`src/i2c_regs.svh`:
```
`ifndef I2C_REGS_SVH
`define I2C_REGS_SVH

`define MCLK_PERIOD_NS  10
`define STD_PERIOD_NS   10000
`define FAST_PERIOD_NS  2500
`define FASTP_PERIOD_NS 1000
`define HALF_CYC(p)     ((((p) / 2) + `MCLK_PERIOD_NS - 1) / `MCLK_PERIOD_NS)
`define FLOOR_STD       10'(`HALF_CYC(`STD_PERIOD_NS))
`define FLOOR_FAST      10'(`HALF_CYC(`FAST_PERIOD_NS))
`define FLOOR_FASTP     10'(`HALF_CYC(`FASTP_PERIOD_NS))
`define FL_MAX          10'h3FF
`define PH_MAX          9'h1FF
`define BIT_ACK         4'h8
`define BIT_LAST        4'h7
`define HDR10_PFX       5'h1E
`define GCALL_ADDR      8'h00
`define CRC_POLY        8'h07
`define CRC_INIT        8'h00

`endif

```
`src/i2c_pkg.sv`:
```
`include "i2c_regs.svh"

package i2c_pkg;

	typedef enum logic [1:0] {
		SPD_STD   = 2'h0,
		SPD_FAST  = 2'h1,
		SPD_FASTP = 2'h2
	} speed_t;

	typedef enum logic [2:0] {
		OP_START = 3'h0,
		OP_WRITE = 3'h1,
		OP_READ  = 3'h2,
		OP_STOP  = 3'h3,
		OP_PEC   = 3'h4
	} cmd_op_t;

	typedef enum logic [1:0] {
		EVT_ADDR  = 2'h0,
		EVT_DATA  = 2'h1,
		EVT_TXREQ = 2'h2,
		EVT_STOP  = 2'h3
	} evt_kind_t;

	typedef enum logic [10:0] {
		M_IDLE  = 11'h001,
		M_WAIT  = 11'h002,
		M_SHOLD = 11'h004,
		M_LOW   = 11'h008,
		M_RISE  = 11'h010,
		M_HIGH  = 11'h020,
		M_RS1   = 11'h040,
		M_RS2   = 11'h080,
		M_P1    = 11'h100,
		M_P2    = 11'h200,
		M_P3    = 11'h400
	} m_state_t;

	typedef enum logic [5:0] {
		S_IDLE  = 6'h01,
		S_ADDR  = 6'h02,
		S_ADDR2 = 6'h04,
		S_RX    = 6'h08,
		S_TX    = 6'h10,
		S_IGN   = 6'h20
	} s_state_t;

	typedef struct packed {
		logic       master_en;
		logic       slave_en;
		logic       addr10;
		logic       gc_en;
		logic       rx_ack_en;
		logic       kernel_sel;
		logic [7:0] ker_div;
		speed_t     speed;
		logic [6:0] own1;
		logic [6:0] own2;
		logic [9:0] own10;
	} cfg_t;

	typedef struct packed {
		logic [3:0] psc;
		logic [7:0] clock_high_period;
		logic [7:0] clock_low_period;
		logic [3:0] setup;
		logic [3:0] hold;
	} timing_t;

	typedef struct packed {
		cmd_op_t    op;
		logic [9:0] addr;
		logic       addr10;
		logic       rw;
		logic [7:0] data;
		logic       ack;
	} cmd_t;

	typedef struct packed {
		logic       done;
		logic       ack;
		logic       arb_lost;
		logic       bad;
		logic [7:0] data;
	} mst_rsp_t;

	typedef struct packed {
		logic       valid;
		evt_kind_t  kind;
		logic [7:0] data;
		logic       gcall;
		logic       pec_ok;
	} slv_evt_t;

	typedef struct packed {
		logic scl;
		logic sda;
		logic scl_rise;
		logic scl_fall;
		logic start;
		logic stop;
	} line_t;

	function automatic logic [7:0] crc8(input logic [7:0] crc, input logic [7:0] d);
		logic [7:0] c;
		c = crc ^ d;
		for (int i = 0; i < 8; i++) begin
			c = c[7] ? ((c << 1) ^ `CRC_POLY) : (c << 1);
		end
		return c;
	endfunction : crc8

	function automatic logic [7:0] addr_byte(input cmd_t c);
		return c.addr10 ? {`HDR10_PFX, c.addr[9:8], c.rw} : {c.addr[6:0], c.rw};
	endfunction : addr_byte

endpackage : i2c_pkg

```
`src/i2c_line_sync.sv`:
```
`timescale 1ns/10ps
`default_nettype none

module i2c_line_sync (
	input  wire logic            mclk,
	input  wire logic            rst_n,
	input  wire logic            scl_i,
	input  wire logic            sda_i,
	output var  i2c_pkg::line_t  line
);

	logic scl_m_r;
	logic scl_s_r;
	logic scl_q_r;
	logic sda_m_r;
	logic sda_s_r;
	logic sda_q_r;

	// Idle lines read high, so reset to high avoids a false clock rise
	always_ff @(posedge mclk or negedge rst_n) begin
		if (!rst_n) begin
			scl_m_r <= 1'b1;
			scl_s_r <= 1'b1;
			scl_q_r <= 1'b1;
			sda_m_r <= 1'b1;
			sda_s_r <= 1'b1;
			sda_q_r <= 1'b1;
		end else begin
			scl_m_r <= scl_i;
			scl_s_r <= scl_m_r;
			scl_q_r <= scl_s_r;
			sda_m_r <= sda_i;
			sda_s_r <= sda_m_r;
			sda_q_r <= sda_s_r;
		end
	end

	always_ff @(posedge mclk or negedge rst_n) begin
		if (!rst_n) begin
			line <= '{scl: 1'b1, sda: 1'b1, default: 1'b0};
		end else begin
			line.scl      <= scl_s_r;
			line.sda      <= sda_s_r;
			line.scl_rise <= scl_s_r & ~scl_q_r;
			line.scl_fall <= ~scl_s_r & scl_q_r;
			line.start    <= scl_s_r & scl_q_r & sda_q_r & ~sda_s_r;
			line.stop     <= scl_s_r & scl_q_r & ~sda_q_r & sda_s_r;
		end
	end

endmodule : i2c_line_sync

`default_nettype wire

```
`src/i2c_bus_interface.sv`:
```
`timescale 1ns/10ps
`default_nettype none
`include "i2c_regs.svh"

// What this block does
// - Two lines, each driven and sensed.
// - Bits move on data, timed by clock.
// - Master or slave role, shared bus.
// - Seven or ten bit addressing selectable.
// - Two own seven bit addresses or one ten bit address, plus broadcast.
// - Lines only pulled low, else released.
// - Three speed grades cap clock rate.
// - Arbitration leaves exactly one master.
// - Clock high, low, setup, hold programmable.
// - Packet error check, software acknowledge control.
// - Bus timing from selectable kernel clock.
// - Start/stop only with clock high.
// - Ninth clock carries receiver acknowledge.
module i2c_bus_interface (
	input  wire logic              mclk,
	input  wire logic              rstn,
	input  wire i2c_pkg::cfg_t     cfg,
	input  wire i2c_pkg::timing_t  timing,
	input  wire logic              cmd_valid,
	input  wire i2c_pkg::cmd_t     cmd,
	output var  logic              cmd_ready,
	output var  i2c_pkg::mst_rsp_t mst_rsp,
	input  wire logic [7:0]        slv_tx_data,
	output var  i2c_pkg::slv_evt_t slv_evt,
	output var  logic              bus_busy,
	output var  logic [7:0]        pec_value,
	input  wire logic              scl_i,
	output var  logic              scl_o,
	output var  logic              scl_oe_n,
	input  wire logic              sda_i,
	output var  logic              sda_o,
	output var  logic              sda_oe_n
);

	logic                rst_m_r;
	logic                rst_n_r;
	i2c_pkg::line_t      line;
	logic [7:0]          ker_cnt_r;
	logic [3:0]          psc_cnt_r;
	logic                ker_tick;
	logic                tick;
	logic [9:0]          floor_min;
	logic [8:0]          ph_cnt_r;
	logic [9:0]          fl_cnt_r;
	logic                ph_new;
	logic                t_hold;
	logic                t_low;
	logic                t_high;
	i2c_pkg::m_state_t   m_st_r;
	i2c_pkg::m_state_t   m_st_q_r;
	logic [3:0]          m_bit_r;
	logic [7:0]          m_sh_r;
	logic                m_tx_r;
	logic                m_ack_send_r;
	logic                m_lo2_r;
	logic [7:0]          m_lo2_byte_r;
	logic                m_ackrx_r;
	logic                m_scl_low_r;
	logic                m_sda_low_r;
	logic                m_drive;
	logic                m_want_low;
	logic                accept;
	i2c_pkg::s_state_t   s_st_r;
	logic                s_sda_low_r;
	logic [7:0]          s_tx_sh_r;
	logic                a10_hit_r;
	logic                hit7;
	logic                hit10h;
	logic [3:0]          obs_cnt_r;
	logic [7:0]          obs_sh_r;

	always_ff @(posedge mclk or negedge rstn) begin
		if (!rstn) begin
			rst_m_r <= 1'b0;
			rst_n_r <= 1'b0;
		end else begin
			rst_m_r <= 1'b1;
			rst_n_r <= rst_m_r;
		end
	end

	i2c_line_sync u_sync (
		.mclk  (mclk),
		.rst_n (rst_n_r),
		.scl_i (scl_i),
		.sda_i (sda_i),
		.line  (line)
	);

	// Kernel rate either mclk itself or a divided enable
	assign ker_tick = !cfg.kernel_sel || (ker_cnt_r == cfg.ker_div);
	assign tick     = ker_tick && (psc_cnt_r == timing.psc);

	always_ff @(posedge mclk or negedge rst_n_r) begin
		if (!rst_n_r) begin
			ker_cnt_r <= 8'h00;
			psc_cnt_r <= 4'h0;
		end else begin
			ker_cnt_r <= (ker_tick || !cfg.kernel_sel) ? 8'h00 : ker_cnt_r + 8'h01;
			if (tick)
				psc_cnt_r <= 4'h0;
			else if (ker_tick)
				psc_cnt_r <= psc_cnt_r + 4'h1;
		end
	end

	// Floor in mclk cycles keeps each half period legal whatever is programmed
	always_comb begin
		unique case (cfg.speed)
			i2c_pkg::SPD_STD:   floor_min = `FLOOR_STD;
			i2c_pkg::SPD_FAST:  floor_min = `FLOOR_FAST;
			i2c_pkg::SPD_FASTP: floor_min = `FLOOR_FASTP;
			default:            floor_min = `FLOOR_STD;
		endcase
	end

	assign ph_new = (m_st_q_r != m_st_r);

	always_ff @(posedge mclk or negedge rst_n_r) begin
		if (!rst_n_r) begin
			m_st_q_r <= i2c_pkg::M_IDLE;
			ph_cnt_r <= 9'h000;
			fl_cnt_r <= 10'h000;
		end else begin
			m_st_q_r <= m_st_r;
			if (ph_new) begin
				ph_cnt_r <= 9'h000;
				fl_cnt_r <= 10'h000;
			end else begin
				if (tick && ph_cnt_r != `PH_MAX)
					ph_cnt_r <= ph_cnt_r + 9'h001;
				if (fl_cnt_r != `FL_MAX)
					fl_cnt_r <= fl_cnt_r + 10'h001;
			end
		end
	end

	assign t_hold = !ph_new && ph_cnt_r >= {5'h00, timing.hold};
	assign t_low  = t_hold && fl_cnt_r >= floor_min
		&& ph_cnt_r >= {1'b0, timing.clock_low_period}
		&& ph_cnt_r >= {4'h0, {1'b0, timing.hold} + {1'b0, timing.setup}};
	assign t_high = !ph_new && fl_cnt_r >= floor_min
		&& ph_cnt_r >= {1'b0, timing.clock_high_period};

	assign m_drive    = m_tx_r ? (m_bit_r != `BIT_ACK) : (m_bit_r == `BIT_ACK);
	assign m_want_low = m_drive && ((m_bit_r == `BIT_ACK) ? m_ack_send_r : !m_sh_r[7]);
	assign accept     = cmd_valid && cmd_ready;

	always_ff @(posedge mclk or negedge rst_n_r) begin
		if (!rst_n_r)
			cmd_ready <= 1'b0;
		else
			cmd_ready <= cfg.master_en && !accept && ((m_st_r == i2c_pkg::M_WAIT)
				|| (m_st_r == i2c_pkg::M_IDLE && !bus_busy && line.scl && line.sda));
	end

	always_ff @(posedge mclk or negedge rst_n_r) begin
		if (!rst_n_r) begin
			m_st_r       <= i2c_pkg::M_IDLE;
			m_bit_r      <= 4'h0;
			m_sh_r       <= 8'h00;
			m_tx_r       <= 1'b1;
			m_ack_send_r <= 1'b0;
			m_lo2_r      <= 1'b0;
			m_lo2_byte_r <= 8'h00;
			m_ackrx_r    <= 1'b0;
			m_scl_low_r  <= 1'b0;
			m_sda_low_r  <= 1'b0;
			mst_rsp      <= '0;
		end else begin
			mst_rsp.done     <= 1'b0;
			mst_rsp.arb_lost <= 1'b0;
			mst_rsp.bad      <= 1'b0;
			unique case (m_st_r)
				i2c_pkg::M_IDLE: begin
					if (accept && cmd.op == i2c_pkg::OP_START && !bus_busy) begin
						m_sh_r       <= i2c_pkg::addr_byte(cmd);
						m_lo2_r      <= cmd.addr10 && !cmd.rw;
						m_lo2_byte_r <= cmd.addr[7:0];
						m_tx_r       <= 1'b1;
						m_sda_low_r  <= 1'b1;
						m_st_r       <= i2c_pkg::M_SHOLD;
					end else if (accept) begin
						mst_rsp.done <= 1'b1;
						mst_rsp.bad  <= 1'b1;
					end
				end
				i2c_pkg::M_WAIT: begin
					if (t_hold)
						m_sda_low_r <= 1'b0;
					if (accept) begin
						m_bit_r <= 4'h0;
						m_tx_r  <= 1'b1;
						unique case (cmd.op)
							i2c_pkg::OP_START: begin
								m_sh_r       <= i2c_pkg::addr_byte(cmd);
								m_lo2_r      <= cmd.addr10 && !cmd.rw;
								m_lo2_byte_r <= cmd.addr[7:0];
								m_st_r       <= i2c_pkg::M_RS1;
							end
							i2c_pkg::OP_WRITE: begin
								m_sh_r <= cmd.data;
								m_st_r <= i2c_pkg::M_LOW;
							end
							i2c_pkg::OP_PEC: begin
								m_sh_r <= pec_value;
								m_st_r <= i2c_pkg::M_LOW;
							end
							i2c_pkg::OP_READ: begin
								m_tx_r       <= 1'b0;
								m_ack_send_r <= cmd.ack;
								m_st_r       <= i2c_pkg::M_LOW;
							end
							i2c_pkg::OP_STOP: m_st_r <= i2c_pkg::M_P1;
							default: begin
								mst_rsp.done <= 1'b1;
								mst_rsp.bad  <= 1'b1;
							end
						endcase
					end
				end
				i2c_pkg::M_SHOLD: begin
					if (t_high) begin
						m_scl_low_r <= 1'b1;
						m_bit_r     <= 4'h0;
						m_st_r      <= i2c_pkg::M_LOW;
					end
				end
				i2c_pkg::M_LOW: begin
					if (t_hold)
						m_sda_low_r <= m_want_low;
					if (t_low) begin
						m_scl_low_r <= 1'b0;
						m_st_r      <= i2c_pkg::M_RISE;
					end
				end
				i2c_pkg::M_RISE: begin
					// Waiting for the sensed high lets a slower master stretch us
					if (line.scl) begin
						m_ackrx_r <= !line.sda;
						if (m_drive && !m_sda_low_r && !line.sda) begin
							m_sda_low_r      <= 1'b0;
							mst_rsp.done     <= 1'b1;
							mst_rsp.arb_lost <= 1'b1;
							m_st_r           <= i2c_pkg::M_IDLE;
						end else begin
							m_st_r <= i2c_pkg::M_HIGH;
						end
					end
				end
				i2c_pkg::M_HIGH: begin
					if (t_high) begin
						m_scl_low_r <= 1'b1;
						m_sh_r      <= {m_sh_r[6:0], 1'b0};
						if (m_bit_r != `BIT_ACK) begin
							m_bit_r <= m_bit_r + 4'h1;
							m_st_r  <= i2c_pkg::M_LOW;
						end else if (m_lo2_r && m_ackrx_r) begin
							m_lo2_r <= 1'b0;
							m_sh_r  <= m_lo2_byte_r;
							m_bit_r <= 4'h0;
							m_st_r  <= i2c_pkg::M_LOW;
						end else begin
							m_lo2_r      <= 1'b0;
							m_bit_r      <= 4'h0;
							mst_rsp.done <= 1'b1;
							mst_rsp.ack  <= m_ackrx_r;
							mst_rsp.data <= obs_sh_r;
							m_st_r       <= i2c_pkg::M_WAIT;
						end
					end
				end
				i2c_pkg::M_RS1: begin
					if (t_hold)
						m_sda_low_r <= 1'b0;
					if (t_low) begin
						m_scl_low_r <= 1'b0;
						m_st_r      <= i2c_pkg::M_RS2;
					end
				end
				i2c_pkg::M_RS2: begin
					if (line.scl && !line.sda) begin
						mst_rsp.done     <= 1'b1;
						mst_rsp.arb_lost <= 1'b1;
						m_st_r           <= i2c_pkg::M_IDLE;
					end else if (line.scl && t_high) begin
						m_sda_low_r <= 1'b1;
						m_st_r      <= i2c_pkg::M_SHOLD;
					end
				end
				i2c_pkg::M_P1: begin
					if (t_hold)
						m_sda_low_r <= 1'b1;
					if (t_low) begin
						m_scl_low_r <= 1'b0;
						m_st_r      <= i2c_pkg::M_P2;
					end
				end
				i2c_pkg::M_P2: begin
					if (line.scl && t_high) begin
						m_sda_low_r <= 1'b0;
						m_st_r      <= i2c_pkg::M_P3;
					end
				end
				i2c_pkg::M_P3: begin
					if (t_low) begin
						mst_rsp.done <= 1'b1;
						m_st_r       <= i2c_pkg::M_IDLE;
					end
				end
			endcase
		end
	end

	// Byte observer sees every byte on the wire, ours or not
	always_ff @(posedge mclk or negedge rst_n_r) begin
		if (!rst_n_r) begin
			obs_cnt_r <= 4'h0;
			obs_sh_r  <= 8'h00;
			pec_value <= `CRC_INIT;
			bus_busy  <= 1'b0;
		end else if (line.start) begin
			obs_cnt_r <= 4'h0;
			bus_busy  <= 1'b1;
			if (!bus_busy)
				pec_value <= `CRC_INIT;
		end else if (line.stop) begin
			bus_busy <= 1'b0;
		end else if (line.scl_rise) begin
			if (obs_cnt_r == `BIT_ACK) begin
				obs_cnt_r <= 4'h0;
			end else begin
				obs_sh_r  <= {obs_sh_r[6:0], line.sda};
				obs_cnt_r <= obs_cnt_r + 4'h1;
				if (obs_cnt_r == `BIT_LAST)
					pec_value <= i2c_pkg::crc8(pec_value, {obs_sh_r[6:0], line.sda});
			end
		end
	end

	assign hit7 = (!cfg.addr10 && (obs_sh_r[7:1] == cfg.own1 || obs_sh_r[7:1] == cfg.own2))
		|| (cfg.gc_en && obs_sh_r == `GCALL_ADDR);
	assign hit10h = cfg.addr10 && obs_sh_r[7:3] == `HDR10_PFX
		&& obs_sh_r[2:1] == cfg.own10[9:8];

	always_ff @(posedge mclk or negedge rst_n_r) begin
		if (!rst_n_r) begin
			s_st_r      <= i2c_pkg::S_IDLE;
			s_sda_low_r <= 1'b0;
			s_tx_sh_r   <= 8'h00;
			a10_hit_r   <= 1'b0;
			slv_evt     <= '0;
		end else begin
			slv_evt.valid  <= 1'b0;
			slv_evt.data   <= obs_sh_r;
			slv_evt.pec_ok <= (pec_value == `CRC_INIT);
			if (!cfg.slave_en || m_st_r != i2c_pkg::M_IDLE) begin
				s_st_r      <= i2c_pkg::S_IDLE;
				s_sda_low_r <= 1'b0;
			end else if (line.stop) begin
				slv_evt.valid <= (s_st_r != i2c_pkg::S_IDLE && s_st_r != i2c_pkg::S_IGN);
				slv_evt.kind  <= i2c_pkg::EVT_STOP;
				s_st_r        <= i2c_pkg::S_IDLE;
				s_sda_low_r   <= 1'b0;
				a10_hit_r     <= 1'b0;
			end else if (line.start) begin
				s_st_r      <= i2c_pkg::S_ADDR;
				s_sda_low_r <= 1'b0;
			end else if (line.scl_fall) begin
				s_sda_low_r <= 1'b0;
				if (obs_cnt_r == `BIT_ACK) begin
					unique case (s_st_r)
						i2c_pkg::S_ADDR: begin
							if (hit7) begin
								s_sda_low_r   <= 1'b1;
								slv_evt.valid <= 1'b1;
								slv_evt.kind  <= i2c_pkg::EVT_ADDR;
								slv_evt.gcall <= (obs_sh_r == `GCALL_ADDR);
								s_st_r <= obs_sh_r[0] ? i2c_pkg::S_TX : i2c_pkg::S_RX;
							end else if (hit10h && (!obs_sh_r[0] || a10_hit_r)) begin
								s_sda_low_r   <= 1'b1;
								slv_evt.valid <= obs_sh_r[0];
								slv_evt.kind  <= i2c_pkg::EVT_ADDR;
								slv_evt.gcall <= 1'b0;
								s_st_r <= obs_sh_r[0] ? i2c_pkg::S_TX : i2c_pkg::S_ADDR2;
							end else begin
								s_st_r <= i2c_pkg::S_IGN;
							end
						end
						i2c_pkg::S_ADDR2: begin
							if (obs_sh_r == cfg.own10[7:0]) begin
								s_sda_low_r   <= 1'b1;
								a10_hit_r     <= 1'b1;
								slv_evt.valid <= 1'b1;
								slv_evt.kind  <= i2c_pkg::EVT_ADDR;
								slv_evt.gcall <= 1'b0;
								s_st_r        <= i2c_pkg::S_RX;
							end else begin
								s_st_r <= i2c_pkg::S_IGN;
							end
						end
						i2c_pkg::S_RX: begin
							s_sda_low_r   <= cfg.rx_ack_en;
							slv_evt.valid <= 1'b1;
							slv_evt.kind  <= i2c_pkg::EVT_DATA;
						end
						i2c_pkg::S_IDLE, i2c_pkg::S_TX, i2c_pkg::S_IGN: ;
					endcase
				end else if (s_st_r == i2c_pkg::S_TX) begin
					s_sda_low_r <= !s_tx_sh_r[3'(`BIT_LAST - obs_cnt_r)];
				end
			end else if (line.scl_rise && obs_cnt_r == `BIT_ACK && s_st_r == i2c_pkg::S_TX) begin
				if (line.sda) begin
					s_st_r <= i2c_pkg::S_IGN;
				end else begin
					s_tx_sh_r     <= slv_tx_data;
					slv_evt.valid <= 1'b1;
					slv_evt.kind  <= i2c_pkg::EVT_TXREQ;
				end
			end
		end
	end

	// Open drain: the driven level is always low, only the enables move
	always_ff @(posedge mclk or negedge rst_n_r) begin
		if (!rst_n_r) begin
			scl_o    <= 1'b0;
			sda_o    <= 1'b0;
			scl_oe_n <= 1'b1;
			sda_oe_n <= 1'b1;
		end else begin
			scl_o    <= 1'b0;
			sda_o    <= 1'b0;
			scl_oe_n <= !m_scl_low_r;
			sda_oe_n <= !(m_sda_low_r || s_sda_low_r);
		end
	end

endmodule : i2c_bus_interface

`default_nettype wire

```
`config.mk`:
```
export PLATFORM = sky130hd
export DESIGN_NAME = i2c_bus_interface
export DESIGN_NICKNAME = d
export VERILOG_FILES = /design/src/i2c_pkg.sv /design/src/i2c_line_sync.sv /design/src/i2c_bus_interface.sv
export VERILOG_INCLUDE_DIRS = /design/src
export SDC_FILE = /design/constraint.sdc
export NUM_CORES = 1
export LEC_CHECK = 0
export BUFFER_PORTS_ARGS = -buffer_cell sky130_fd_sc_hd__buf_2
export CORE_MARGIN = 5
export CORE_UTILIZATION = 33
export CTS_BUF_LIST = sky130_fd_sc_hd__clkbuf_2 sky130_fd_sc_hd__clkbuf_4 sky130_fd_sc_hd__clkbuf_8
export CTS_CLUSTER_DIAMETER = 150
export DETAILED_ROUTE_END_ITERATION = 8
export PLACE_DENSITY = 0.57
export SETUP_SLACK_MARGIN = 0.4
export SLEW_MARGIN = 20
export SYNTH_ARGS = -nofsm -noshare
export SYNTH_HDL_FRONTEND = slang
export SYNTH_HIERARCHICAL = 1
export SYNTH_SLANG_ARGS = --single-unit
export TNS_END_PERCENT = 5
```
`constraint.sdc`:
```
create_clock -name mclk -period 10.6 [get_ports mclk]
set_input_delay 1.59 -clock mclk [delete_from_list [all_inputs] [get_ports mclk]]
set_output_delay 1.59 -clock mclk [all_outputs]
set_load 0.05 [all_outputs]
```
**Word level (Yosys, flattened, before mapping)**

Index checks and enable logic that the tools add are counted.

- Logic and storage cells: 409
- Register bits: 156
- Input port bits: 105
- Output and inout bits: 39

- Reduce and logical (&&, ||, !) cells: 100
- Multiplexer cells: 146
- Add/subtract/negate cells: 8
- Equality and inequality tests: 74
- Bitwise gates (word level): 27
- Magnitude comparators: 6

Operator list:

| operator | number |
|---|---|
| 2-to-1 mux 11 bit | 12 |
| 2-to-1 mux 8 bit | 16 |
| case mux 11 bit (11 select lines) | 1 |
| 2-to-1 mux 6 bit | 11 |
| 2-to-1 mux 3 bit | 18 |
| 2-to-1 mux 1 bit | 49 |
| 2-to-1 mux 4 bit | 12 |
| case mux 8 bit (3 select lines) | 2 |
| inequality test 2 bit, second input constant | 17 |
| case mux 11 bit (3 select lines) | 1 |
| logical AND 1 bit | 31 |
| nonzero test 2 bit | 13 |
| inverter 3 bit | 8 |
| 2-to-1 mux 10 bit | 2 |
| AND reduction 4 bit | 5 |
| greater-or-equal comparator 9 x 8 -> 1 bit | 2 |
| 2-to-1 mux 9 bit | 2 |
| case mux 9 bit (2 select lines) | 1 |
| AND reduction 6 bit | 3 |
| == test 8 bit | 2 |
| logical NOT 8 bit | 2 |
| inequality test 2 x 1 -> 1 bit, second input constant | 8 |
| case mux 8 bit (2 select lines) | 1 |
| AND reduction 8 bit | 2 |
| other kinds (76) | 140 |

**Longest topological paths before layout**

Gate-level depths: netlist of the first run.

- Depth in word-level cells: 22
- Mapped depth: 12
- Depth with buffers taken out: 12

**By module**

Netlist of the first run, hierarchy kept.

Modules (own cells, without submodules):

| module | seq. area each (um2) | cells an instance | instances | area an instance (um2) |
|---|---|---|---|---|
| i2c_bus_interface | 3661.0 | 924 | 1 | 8862.2 |
| i2c_line_sync | 257.7 | 16 | 1 | 305.3 |

**Worst setup path before layout of the first run**

OpenSTA, ideal clock, no wires.

- Path type: input to register
- Start: input cfg[24] (netlist bit)
- End: register m_st_r[10]
- Data arrival time: 4070 ps
- Setup slack: 6406 ps
- Setup time: 125 ps
- Stages on the path: 10
- Required time: 10475 ps
- Path buffers: 0
- Path through: inv_1 > ha_1 > ha_1 > nand2_1 > o21ai_0 > a21oi_1 > o31ai_1 > a41oi_1 > nor4_4 > mux2_2

- Longest elaborated chain between the ends: 8
- Elaborated cells between the ends (all ways): 19
- Classes of those cells: order compare: 1; eq/ne: 10; mux: 1; reduce/logical: 7

RTL lines:

| item | RTL line | RTL |
|---|---|---|
| start: declaration | i2c_bus_interface.sv:22 | `input wire i2c_pkg::cfg_t cfg,` |
| == test 2 bit or == test 2 x 1 -> 1 bit (tied branches) | i2c_bus_interface.sv:114 | `unique case (cfg.speed)` |
| case mux 9 bit (2 select lines) * | i2c_bus_interface.sv:114 |  |
| greater-or-equal comparator 10 bit * | i2c_bus_interface.sv:144, i2c_bus_interface.sv:147 |  |
| logical AND 1 bit (on tied branches) | i2c_bus_interface.sv:147, i2c_bus_interface.sv:144 |  |
| logical AND 1 bit (on tied branches) | i2c_bus_interface.sv:148, i2c_bus_interface.sv:145 |  |
| logical AND 1 bit (on tied branches) | i2c_bus_interface.sv:291, i2c_bus_interface.sv:305, i2c_bus_interface.sv:146 |  |
| inequality test 3 bit (no line) or inequality test 2 bit (tied branches) | -- |  |
| AND reduction 12 bit (no line) * | -- |  |
| end signal: assignment | i2c_bus_interface.sv:290 | `m_st_r <= i2c_pkg::M_IDLE;` |
| end signal: assignment | i2c_bus_interface.sv:293 | `m_st_r <= i2c_pkg::M_SHOLD;` |
| end signal: assignment | i2c_bus_interface.sv:307 | `m_st_r <= i2c_pkg::M_P3;` |
| end: declaration | i2c_bus_interface.sv:54 | `i2c_pkg::m_state_t m_st_r;` |

Every way passes the cells marked *; elsewhere a longest branch is shown, timed or not.
A chain may end at the register's enable or synchronous reset.

**Worst setup path in the final report of the first run**

- Start: input timing[0] (netlist bit)
- End: register m_st_r[3]

- Longest elaborated chain between the ends: 7
- Elaborated cells between the ends (all ways): 12
- Classes of those cells: add/sub: 1; order compare: 2; eq/ne: 4; reduce/logical: 5

RTL lines:

| item | RTL line | RTL |
|---|---|---|
| start: declaration | i2c_bus_interface.sv:23 | `input wire i2c_pkg::timing_t timing,` |
| branches (longest 4 deep; another with greater-or-equal comparator 9 x 5 -> 1 bit) | -- |  |
| logical AND 1 bit * | i2c_bus_interface.sv:146 | `&& ph_cnt_r >= {4'h0, {1'b0, timing.hold} + {1'b0, timing.setup}};` |
| inequality test 2 bit (no line) | -- |  |
| AND reduction 12 bit (no line) * | -- |  |
| end signal: assignment | i2c_bus_interface.sv:164 | `m_st_r <= i2c_pkg::M_IDLE;` |
| end signal: assignment | i2c_bus_interface.sv:187 | `m_st_r <= i2c_pkg::M_SHOLD;` |
| end signal: assignment | i2c_bus_interface.sv:204 | `m_st_r <= i2c_pkg::M_RS1;` |

Every way passes the cells marked *.

==> out/metrics.cfg, run 1 <==
[finish]
fin_nets=1217
num_antenna_cells=0
area_growth_pct=15.97
final_common_cell=dfrtp_1
layout_common_cells=143 x dfrtp_1, 141 x buf_2, 80 x nor2_1
seqCellArea_sq_mm=0.003923
nFillCells=2862
multi_input_area_sq_mm=0.004853
drive_gt1_frac=0.2342

[pwr]
pwr-share-seq=0.444
clockPowerShare=0.281
power_frac_comb=0.276
ir_drop_mv=0.09706
powerDensity_mw_per_mm2=161.8
internal-power_mw=1.099
p_sw_mw=0.6205
p_sw_frac=0.3608
p_leak_nw=5.125

[clock_tree]
hold_buffers=0
numCtsBuffers=17
clk_pin_slew_worst_paths_ns=0.08
clock_path_buffers=2
cts.htree.levels=4
clock-sinks=156
cts_resized=0
cts_tree=built
root_buffer=clkbuf_8
cts_setup_buffers=0
clock_latency_ns=0.45

[global_route]
grt-busiest-layer=met2
antenna_found_initial=0
grt_max_degree=63
grt_use_met1=0.1935
grtUsageMet2=0.2491
grt_pass1_wl_mm=37.77
grt-ovfl-total=0
use_met3=0.02756
first_global_vias=7515
track_usage=0.1472

[floorplanning]
fp-row-count=61
coreArea_sq_mm=0.02763
initial_core_util=0.3318
die_area_sq_mm=0.03121
fp.dieW_microns=176.7
io_pins=144
die_y_microns=176.7

[logic_synthesis]
yosysWarnings=6
synth_flop_cell=dfrtp_1
synth.area.top_cells=dfrtp_1 39%, ha_1 6.6%, xor2_1 5.7%
seq_area_frac_synth=0.4275
syn_avg_cell_area_sq_um=9.753
synth_top_area_share=0.3931
synth_top_area_cell=dfrtp_1
synth_cell_types=71
synth_edf_count=0
syn_inst=940
ys_ff_latch=156
synth_area_sq_mm=0.009168
async_flop_share=1.000

[timing]
setup_tns_ns=0
clock_skew_ns=0.01263
fin_crit_sh=0.3825
holdWs_ns=0.2848
max_slew_margin=0.3725
setup_viol=0
tightest_slew_ns=0.9369
drv_slew=0
rsz0062_at_grt=no
hold_viol=0
min_period_ns=4.054
max_freq_ghz=0.2467

[drt]
ant_nets=0
num_vias=7341
avgViaCountPerCell=5.049
drt_iter0_drc=377
drt_wl_total_mm=22.49
drtPass1Iterations=5
drc=0
wl_per_cell_microns=15.47

[setup_path]
path_max_fanout=7
r2r-start=m_st_r[6]$_DFFE_PN0P_
cpPeakStageDelay_ns=0.54
crit_path_start=timing[0]
worstPathArrival_ns=4.39
crit_path_cell_trace=buf_2, ha_1, inv_1, fa_1, inv_1, a21o_1, a21oi_1, ha_1, nand2_1, o21ai_0, a41oi_1, nor4_4, mux2_2
end_kind=flip-flop
start_kind=primary input
cp.required_ns=10.94
crit_slowest_cell=nor4_4
worst-setup-path-type=in -> reg

[job]
maxCapViolations=0

[placement]
numPortBuffers=141
dp_hpwl_mm=16.69
gp_congestion=0.9374

[worst_hold_path]
min_path_type=reg -> async

[run_status]
outcome=finished clean

registers in the layout, indices dropped and copies added, names as in the netlist, 9 cells and up:
| register | count |
|---|---|
| slv_evt | 13 |
| mst_rsp | 12 |
| m_st_q_r | 11 |
| m_st_r | 11 |
| fl_cnt_r | 10 |
| ph_cnt_r | 9 |
metal layers:
layer	vias up	wire length, microns
met5	-	0
met4	0	357
met3	37	909
met2	166	10900
met1	3564	10320
li1	3574	-
path summary, 6_finish.rpt:
path                                            endpoint  slack (ns)  depth (start not counted)
worst max register to register     m_st_r[3]$_DFFE_PN0P_        7.05                          8
min in group mclk               u_sync/sda_s_r$_DFF_PN1_        0.36                          0
worst max-delay path               m_st_r[3]$_DFFE_PN0P_        6.55                         13
max in group asynchronous       pec_value[3]$_DFFE_PN0P_        9.18                          1
worst min register to register   fl_cnt_r[5]$_DFFE_PN0P_        0.28                          0
worst min-delay path             fl_cnt_r[5]$_DFFE_PN0P_        0.28                          0
power groups by stage:
stage | logic [mW] | registers (mW) | clock network, mW
final | 0.474 | 0.763 | 0.483
after global routing | 0.536 | 0.778 | 0.528
after detailed placement | 0.475 | 0.777 | 0
after global placement | 0.467 | 0.775 | 0
after CTS | 0.480 | 0.766 | 0.497
after floorplan | 0.325 | 0.799 | 0
cells in the mapped netlist (9+ instances only):
cell	instances
a31oi_1	10
nor2b_1	9
nor2_1	80
o21ai_0	51
xor2_1	60
nor4_1	11
o31ai_1	10
mux2_2	44
and3_1	11
ha_1	48
or4_1	11
xnor2_1	34
mux2i_1	17
a21oi_1	42
dfrtp_1	144
nand4_1	16
nand2_1	57
dfstp_2	12
clkbuf_1	33
nand3_1	37
nor3_1	23
inv_1	56
final cells by class:
class | count | share of cell area
clock buffer | 20 | 0.02471
clock inverter | 12 | 0.01530
inverter | 57 | 0.02012
multi-input combinational | 685 | 0.4565
sequential | 156 | 0.3690
tap | 378 | 0.04449
timing repair buffer | 146 | 0.06991
cells by family after synthesis:
kind of cell    share of synthesized area
simple gates                       0.1679
compound gates                     0.1223
flops                              0.4275
buf+inv                           0.04408
xor+xnor                          0.08980
mux                               0.07998
fa+ha+maj                         0.06770
other cells                     0.0008192
stage by stage:
step / worst slack [ns] / std cells / util / power [mW] / area (sq um)
global placement: 6.115 / 1422 / 0.3692 / 1.243 / 10200
floorplan: 5.952 / 941 / - / 1.124 / 9171
detailed placement: 6.036 / 1422 / 0.3692 / 1.252 / 10200
CTS: 6.520 / 1454 / 0.3846 / 1.743 / 10630
global route: 6.346 / 1454 / 0.3848 / 1.842 / 10630
finish: 6.546 / 1454 / 0.3848 / 1.720 / 10630
critical path, delay by kind of cell:
kind | cells | cell delay (ns)
adders and majority gates | 3 | 0.85
AOI/OAI and AO/OA | 4 | 0.74
and+or+nand+nor | 2 | 0.59
muxes | 1 | 0.40
buffers and inverters | 3 | 0.22
Note: power is estimated with default switching activity, not from simulation.
==> run 2: changes to the inputs <==
==> constraint.sdc (replaced) <==
create_clock -name mclk -period 3.8 [get_ports mclk]
set_input_delay 0.57 -clock mclk [delete_from_list [all_inputs] [get_ports mclk]]
set_output_delay 0.57 -clock mclk [all_outputs]
set_load 0.05 [all_outputs]
==> run 2 against run 1 <==
Against the previous run: sequential share of layout area down 0.18 points; global-route usage about the same; clock power grew to 2.5 times the previous value; critical endpoint is now m_sda_low_r$_DFFE_PN0P_; highest routed layer unchanged; critical path type is now reg -> reg; combinational power grew to 2.8 times the previous value; wire length grew 0.40%.
==> out/metrics.cfg, run 2 (same netlist as run 1, synthesis figures left out) <==
[clock_tree]
clk_pin_slew_worst_paths_ns=0.09  ; about the same
cts.htree.levels=4  ; unchanged
clock-sinks=156  ; unchanged
clock_path_buffers=2  ; unchanged
cts_tree=built
root_buffer=clkbuf_8
numCtsBuffers=17  ; unchanged
clock_latency_ns=0.47  ; +0.02 ns

[drt]
drt_iter0_drc=489  ; +30%
drc=0  ; unchanged
ant_nets=0  ; unchanged
drt_wl_total_mm=22.58  ; +0.40%
num_vias=7315  ; -0.35%
wl_per_cell_microns=15.40  ; -0.42%
avgViaCountPerCell=4.990  ; -1.2%
drtPass1Iterations=5  ; unchanged

[placement]
gp_congestion=0.8649  ; -7.7%
numPortBuffers=141  ; unchanged
dp_hpwl_mm=16.80  ; +0.69%
placed_cells=1431  ; +0.63%

[timing]
rsz0062_at_grt=yes
fin_crit_sh=0.8726
max_freq_ghz=0.3016
setup_viol=0  ; unchanged
clock_skew_ns=0.02159  ; +0.008961 ns
tightest_slew_ns=0.9136  ; -0.02332 ns
setup_tns_ns=0  ; unchanged
max_slew_margin=0.3869  ; +0.01438
drv_slew=0  ; unchanged
hold_viol=0  ; unchanged
min_period_ns=3.316

[pwr]
ir_drop_mv=0.3003  ; +210%
p_leak_nw=5.172  ; +0.92%
powerDensity_mw_per_mm2=437.0  ; +170%

[setup_path]
worst-setup-path-type=reg -> reg
worstPathArrival_ns=3.66  ; -0.73 ns
rrSetupSlack_ns=0.48  ; -6.57 ns
start_kind=flip-flop
path_max_fanout=11  ; +4
r2r_cells=7  ; -1
r2r-end=m_sda_low_r$_DFFE_PN0P_
r2r-start=m_st_r[2]$_DFFE_PN0P_
cp.required_ns=4.15  ; -6.79 ns
end_kind=flip-flop

[finish]
max_flop_register=slv_evt
reg_top3=slv_evt: 13 flops, mst_rsp: 12 flops
drive_gt1_frac=0.2408  ; +0.006608
final_cells=1466  ; +0.83%
final_common_cell=dfrtp_1
layout_common_cells=143 x dfrtp_1, 141 x buf_2, 80 x nor2_1
num_antenna_cells=0  ; unchanged
largest_register_ffs=13  ; unchanged
fin_nets=1229  ; +0.99%
area_growth_pct=16.54
nFillCells=2790  ; -2.5%

[global_route]
grt_max_degree=83  ; +32%
first_global_vias=7431  ; -1.1%
grt-ovfl-total=0  ; unchanged
grt_pass1_wl_mm=37.55  ; -0.59%
antenna_found_initial=0  ; unchanged
track_usage=0.1473  ; about the same

[floorplanning]
coreArea_sq_mm=0.02763  ; unchanged
io_pins=144  ; unchanged
die_area_sq_mm=0.03121  ; unchanged
fp.dieW_microns=176.7  ; unchanged
fp-row-count=61  ; unchanged
die_y_microns=176.7  ; unchanged
initial_core_util=0.3318  ; unchanged

[job]
maxCapViolations=0  ; unchanged

[run_status]
outcome=finished clean

[worst_hold_path]
min_from=scl_i
min_path_type=in -> reg
min_path_cells=1
holdPathEnd=u_sync/scl_m_r$_DFF_PN1_

==> run 2: changes by cell type in the layout (fill, tap and decap cells not counted), sizes merged <==
| cell | before | now |
|---|---|---|
| clkinvlp | 2 | 1 |
| inv | 58 | 62 |
| clkinv | 6 | 8 |
| bufinv | 3 | 0 |
| clkbuf | 20 | 18 |
| buf | 146 | 157 |
| dlygate4sd3 | 0 | 1 |
==> run 2: cell type report <==
cell class	instances	area (sq um)	area share
multi-input combinational	685	4848	0.4538
clock buffer	18	247.7	0.02319
inverter	57	214.0	0.02003
tap	378	473.0	0.04427
timing repair buffer	158	848.3	0.07940
sequential	156	3923	0.3671
clock inverter	14	130.1	0.01218
==> run 2: worst max-delay path by stage <==
| stage | slack (ns) | startpoint | end |
|---|---|---|---|
| global placement | 0.26 | timing[0] | m_st_r[6]$_DFFE_PN0P_ |
| global route | 0.34 | m_st_r[2]$_DFFE_PN0P_ | m_st_r[3]$_DFFE_PN0P_ |
| finish | 0.48 | m_st_r[2]$_DFFE_PN0P_ | m_sda_low_r$_DFFE_PN0P_ |
| detailed placement | 0.23 | timing[0] | m_st_r[3]$_DFFE_PN0P_ |
| CTS | 0.52 | m_st_r[2]$_DFFE_PN0P_ | m_st_r[6]$_DFFE_PN0P_ |
| floorplan | 0.63 | cfg[24] | m_st_r[10]$_DFFE_PN0P_ |
==> run 2: critical path: stages, from the launching register on <==
cell and delay (ns):
dfrtp_1 0.51, or4_1 0.75, nor2_4 0.20, or4b_1 0.70, nand2_1 0.17, a22oi_1 0.11, nor4_1 0.38, mux2_2 0.38
==> run 2: power by group <==
part           switching [mW]  internal (mW)
logic                   0.765          0.562
registers               0.305           1.82
clock network           0.722          0.495
==> run 2: timing repair <==
action                     4_1_cts  5_1_grt
setup endpoints to repair        0       10
resized for setup                0        1
hold endpoints to repair         2        0
hold buffers                     1        0
buffers inserted                 0        2
==> run 2: routing by layer <==
metal	vias up	wire length, microns	global-route usage
met3	39	761	0.02564
met5	-	0	0
li1	3599	-	-
met1	3522	10410	0.1963
met2	155	10870	0.2427
met4	0	537	0.05126
==> run 2: per-stage QoR <==
step	setup WS [ns]	util	total power, mW	area (sq um)	hold WS, ns
3_3_place_gp	0.2618	0.3721	3.471	10280	0.3052
5_1_grt	0.3433	0.3867	4.994	10680	0.1621
4_1_cts	0.5220	0.3862	4.744	10670	0.1685
2_1_floorplan	0.6258	-	3.136	9173	0.2744
3_5_place_dp	0.2321	0.3721	3.498	10280	0.3121
6_report	0.4843	0.3867	4.669	10680	0.2048
==> run 3: changes to the inputs <==
--- a/config.mk
+++ b/config.mk
@@ -6,13 +6,13 @@
 export SDC_FILE = /design/constraint.sdc
 export NUM_CORES = 1
 export LEC_CHECK = 0
-export BUFFER_PORTS_ARGS = -buffer_cell sky130_fd_sc_hd__buf_2
 export CORE_MARGIN = 5
 export CORE_UTILIZATION = 33
 export CTS_BUF_LIST = sky130_fd_sc_hd__clkbuf_2 sky130_fd_sc_hd__clkbuf_4 sky130_fd_sc_hd__clkbuf_8
 export CTS_CLUSTER_DIAMETER = 150
 export DETAILED_ROUTE_END_ITERATION = 8
-export PLACE_DENSITY = 0.57
+export DONT_BUFFER_PORTS = 1
+export PLACE_DENSITY = 0.53
 export SETUP_SLACK_MARGIN = 0.4
 export SLEW_MARGIN = 20
 export SYNTH_ARGS = -nofsm -noshare
==> run 3 against run 2 <==
Against the previous run: die area unchanged; critical endpoint unchanged; wire length fell by 3.2%; largest power group unchanged; sequential cell count did not move; combinational power down 29%; final cell count fell by 9.8%; worst hold slack got worse by 0.093 ns; via count decreased by 7.2%; critical path depth unchanged.
==> out/metrics.cfg, run 3 (same netlist as run 1, synthesis figures left out) <==
[run_status]
outcome=finished clean

[floorplanning]
fp.dieW_microns=176.7  ; unchanged
coreArea_sq_mm=0.02763  ; unchanged
die_y_microns=176.7  ; unchanged
fp-row-count=61  ; unchanged
die_area_sq_mm=0.03121  ; unchanged
initial_core_util=0.3318  ; unchanged
io_pins=144  ; unchanged

[setup_path]
worst-setup-path-type=reg -> reg
path_max_fanout=11  ; unchanged
worstPathArrival_ns=3.47  ; -0.19 ns
cpPeakStageDelay_ns=0.74  ; about the same
crit_path_cell_trace=or4_1, nor2_4, or4b_4, nand2_1, a22oi_1, nor4_1, mux2_2
cp.required_ns=4.13  ; -0.02 ns
end_kind=flip-flop
crit_slowest_cell=or4_1
start_kind=flip-flop

[finish]
final_common_cell=dfrtp_1
fin_nets=1085  ; -12%
largest_register_ffs=13  ; unchanged
drive_gt1_frac=0.1261  ; -0.1147
num_antenna_cells=0  ; unchanged
reg_top3=slv_evt: 13 flops, mst_rsp: 12 flops
layout_common_cells=143 x dfrtp_1, 80 x nor2_1, 60 x xor2_1
max_flop_register=slv_evt
nFillCells=2820  ; +1.1%
area_growth_pct=8.353
final_cell_area_sq_mm=0.009933  ; -7.0%

[clock_tree]
clk_pin_slew_worst_paths_ns=0.09  ; about the same
root_buffer=clkbuf_8
clock_latency_ns=0.46  ; about the same
cts_tree=built
clock_path_buffers=2  ; unchanged
cts_setup_buffers=0  ; unchanged
numCtsBuffers=17  ; unchanged
cts.htree.levels=4  ; unchanged
clock-sinks=156  ; unchanged

[drt]
dr.max_layer_used=met4
dr_wl_met2_mm=10.40  ; -4.3%
drc=0  ; unchanged
avgViaCountPerCell=5.133  ; +2.9%
wl_per_cell_microns=16.54  ; +7.4%
ant_nets=0  ; unchanged
drt_wl_total_mm=21.87  ; -3.2%
drtPass1Iterations=4  ; -1
wl_met1_mm=10.05  ; -3.5%
drt_iter0_drc=383  ; -22%
num_vias=6786  ; -7.2%
dr_wl_met3_microns=914  ; +20%

[timing]
max_slew_margin=0.3762  ; -0.01063
max_freq_ghz=0.3191  ; +5.8%
fin_crit_sh=0.8248  ; -0.04776
setup_viol=0  ; unchanged
rsz0062_at_grt=yes
tightest_slew_ns=0.9294  ; +0.01584 ns
drv_slew=0  ; unchanged
clock_skew_ns=0.01895  ; -0.002637 ns
setup_tns_ns=0  ; unchanged
hold_viol=0  ; unchanged
min_period_ns=3.134  ; -0.1815 ns
setup_ws_ns=0.6657  ; +0.1815 ns

[pwr]
ir_drop_mv=0.3613  ; +20%
p_leak_nw=4.551  ; -12%
powerDensity_mw_per_mm2=450.4  ; +3.1%

[global_route]
track_usage=0.1420  ; -0.005343
grt_pass1_wl_mm=36.03  ; -4.0%
grt-ovfl-total=0  ; unchanged
first_global_vias=6796  ; -8.5%
antenna_found_initial=0  ; unchanged
grt_max_degree=82  ; -1.2%

[placement]
gp_congestion=0.8591  ; -0.67%
dpl_cell_area_sq_mm=0.009568  ; -6.9%
dp_slack_ns=0.3645  ; +0.1324 ns
numPortBuffers=0  ; -100%
dp_hpwl_mm=16.42  ; -2.3%

[job]
maxCapViolations=0  ; unchanged

[worst_hold_path]
min_path_type=in -> reg

-- run 3: per-stage QoR --
step | instances | hold WS, ns | util | total power [mW]
final | 1322 | 0.1123 | 0.3595 | 4.474
after global routing | 1322 | 0.05718 | 0.3595 | 4.800
after CTS | 1322 | 0.06805 | 0.3594 | 4.546
after detailed placement | 1289 | 0.2392 | 0.3463 | 3.365
after global placement | 1289 | 0.2394 | 0.3463 | 3.346
after floorplan | 941 | 0.2744 | - | 3.136
-- run 3: layer usage --
metal,vias up,track usage
met2,140,0.2237
li1,3317,-
met5,-,0
met3,30,0.03098
met1,3299,0.1930
met4,0,0.05126
-- run 3: power breakdown --
| group | leakage [nW] | internal, mW | switching (mW) |
|---|---|---|---|
| logic | 2.34 | 0.480 | 0.459 |
| registers | 2.04 | 1.82 | 0.560 |
| clock network | 0.176 | 0.473 | 0.687 |
-- run 3: final cells by class --
class                      instances  area (sq um)  share of cell area
timing repair buffer              14         120.1             0.01209
tap                              378         473.0             0.04761
inverter                          57         214.0             0.02154
clock buffer                      18         241.5             0.02431
multi-input combinational        685          4852              0.4885
clock inverter                    14         110.1             0.01108
sequential                       156          3923              0.3949
-- run 3: final timing paths --
path | start | slack (ns) | depth (start not counted) | end
worst max-delay path | m_st_r[2]$_DFFE_PN0P_ | 0.67 | 7 | m_sda_low_r$_DFFE_PN0P_
worst min-delay path | sda_i | 0.11 | 0 | u_sync/sda_m_r$_DFF_PN1_
worst max register to register | m_st_r[2]$_DFFE_PN0P_ | 0.67 | 7 | m_sda_low_r$_DFFE_PN0P_
worst min register to register | rst_n_r$_DFF_PN0_ | 0.22 | 0 | ph_cnt_r[6]$_DFFE_PN0P_
max in group asynchronous | rst_n_r$_DFF_PN0_ | 2.57 | 1 | m_lo2_r$_DFFE_PN0P_
min in group asynchronous | rst_n_r$_DFF_PN0_ | 0.22 | 0 | ph_cnt_r[6]$_DFFE_PN0P_
-- run 3: worst max-delay path: cells and delay by family (launching register included) --
kind / cells / cell delay, ns
AOI/OAI and AO/OA: 1 / 0.11
DFF: 1 / 0.50
muxes: 1 / 0.38
and+or+nand+nor: 5 / 2.03
-- run 3: what timing repair did --
item / CTS / global route
resized for setup: 0 / 1
endpoints found under the setup margin: 0 / 14
hold buffers: 1 / 0
endpoints found under the hold margin: 2 / 0
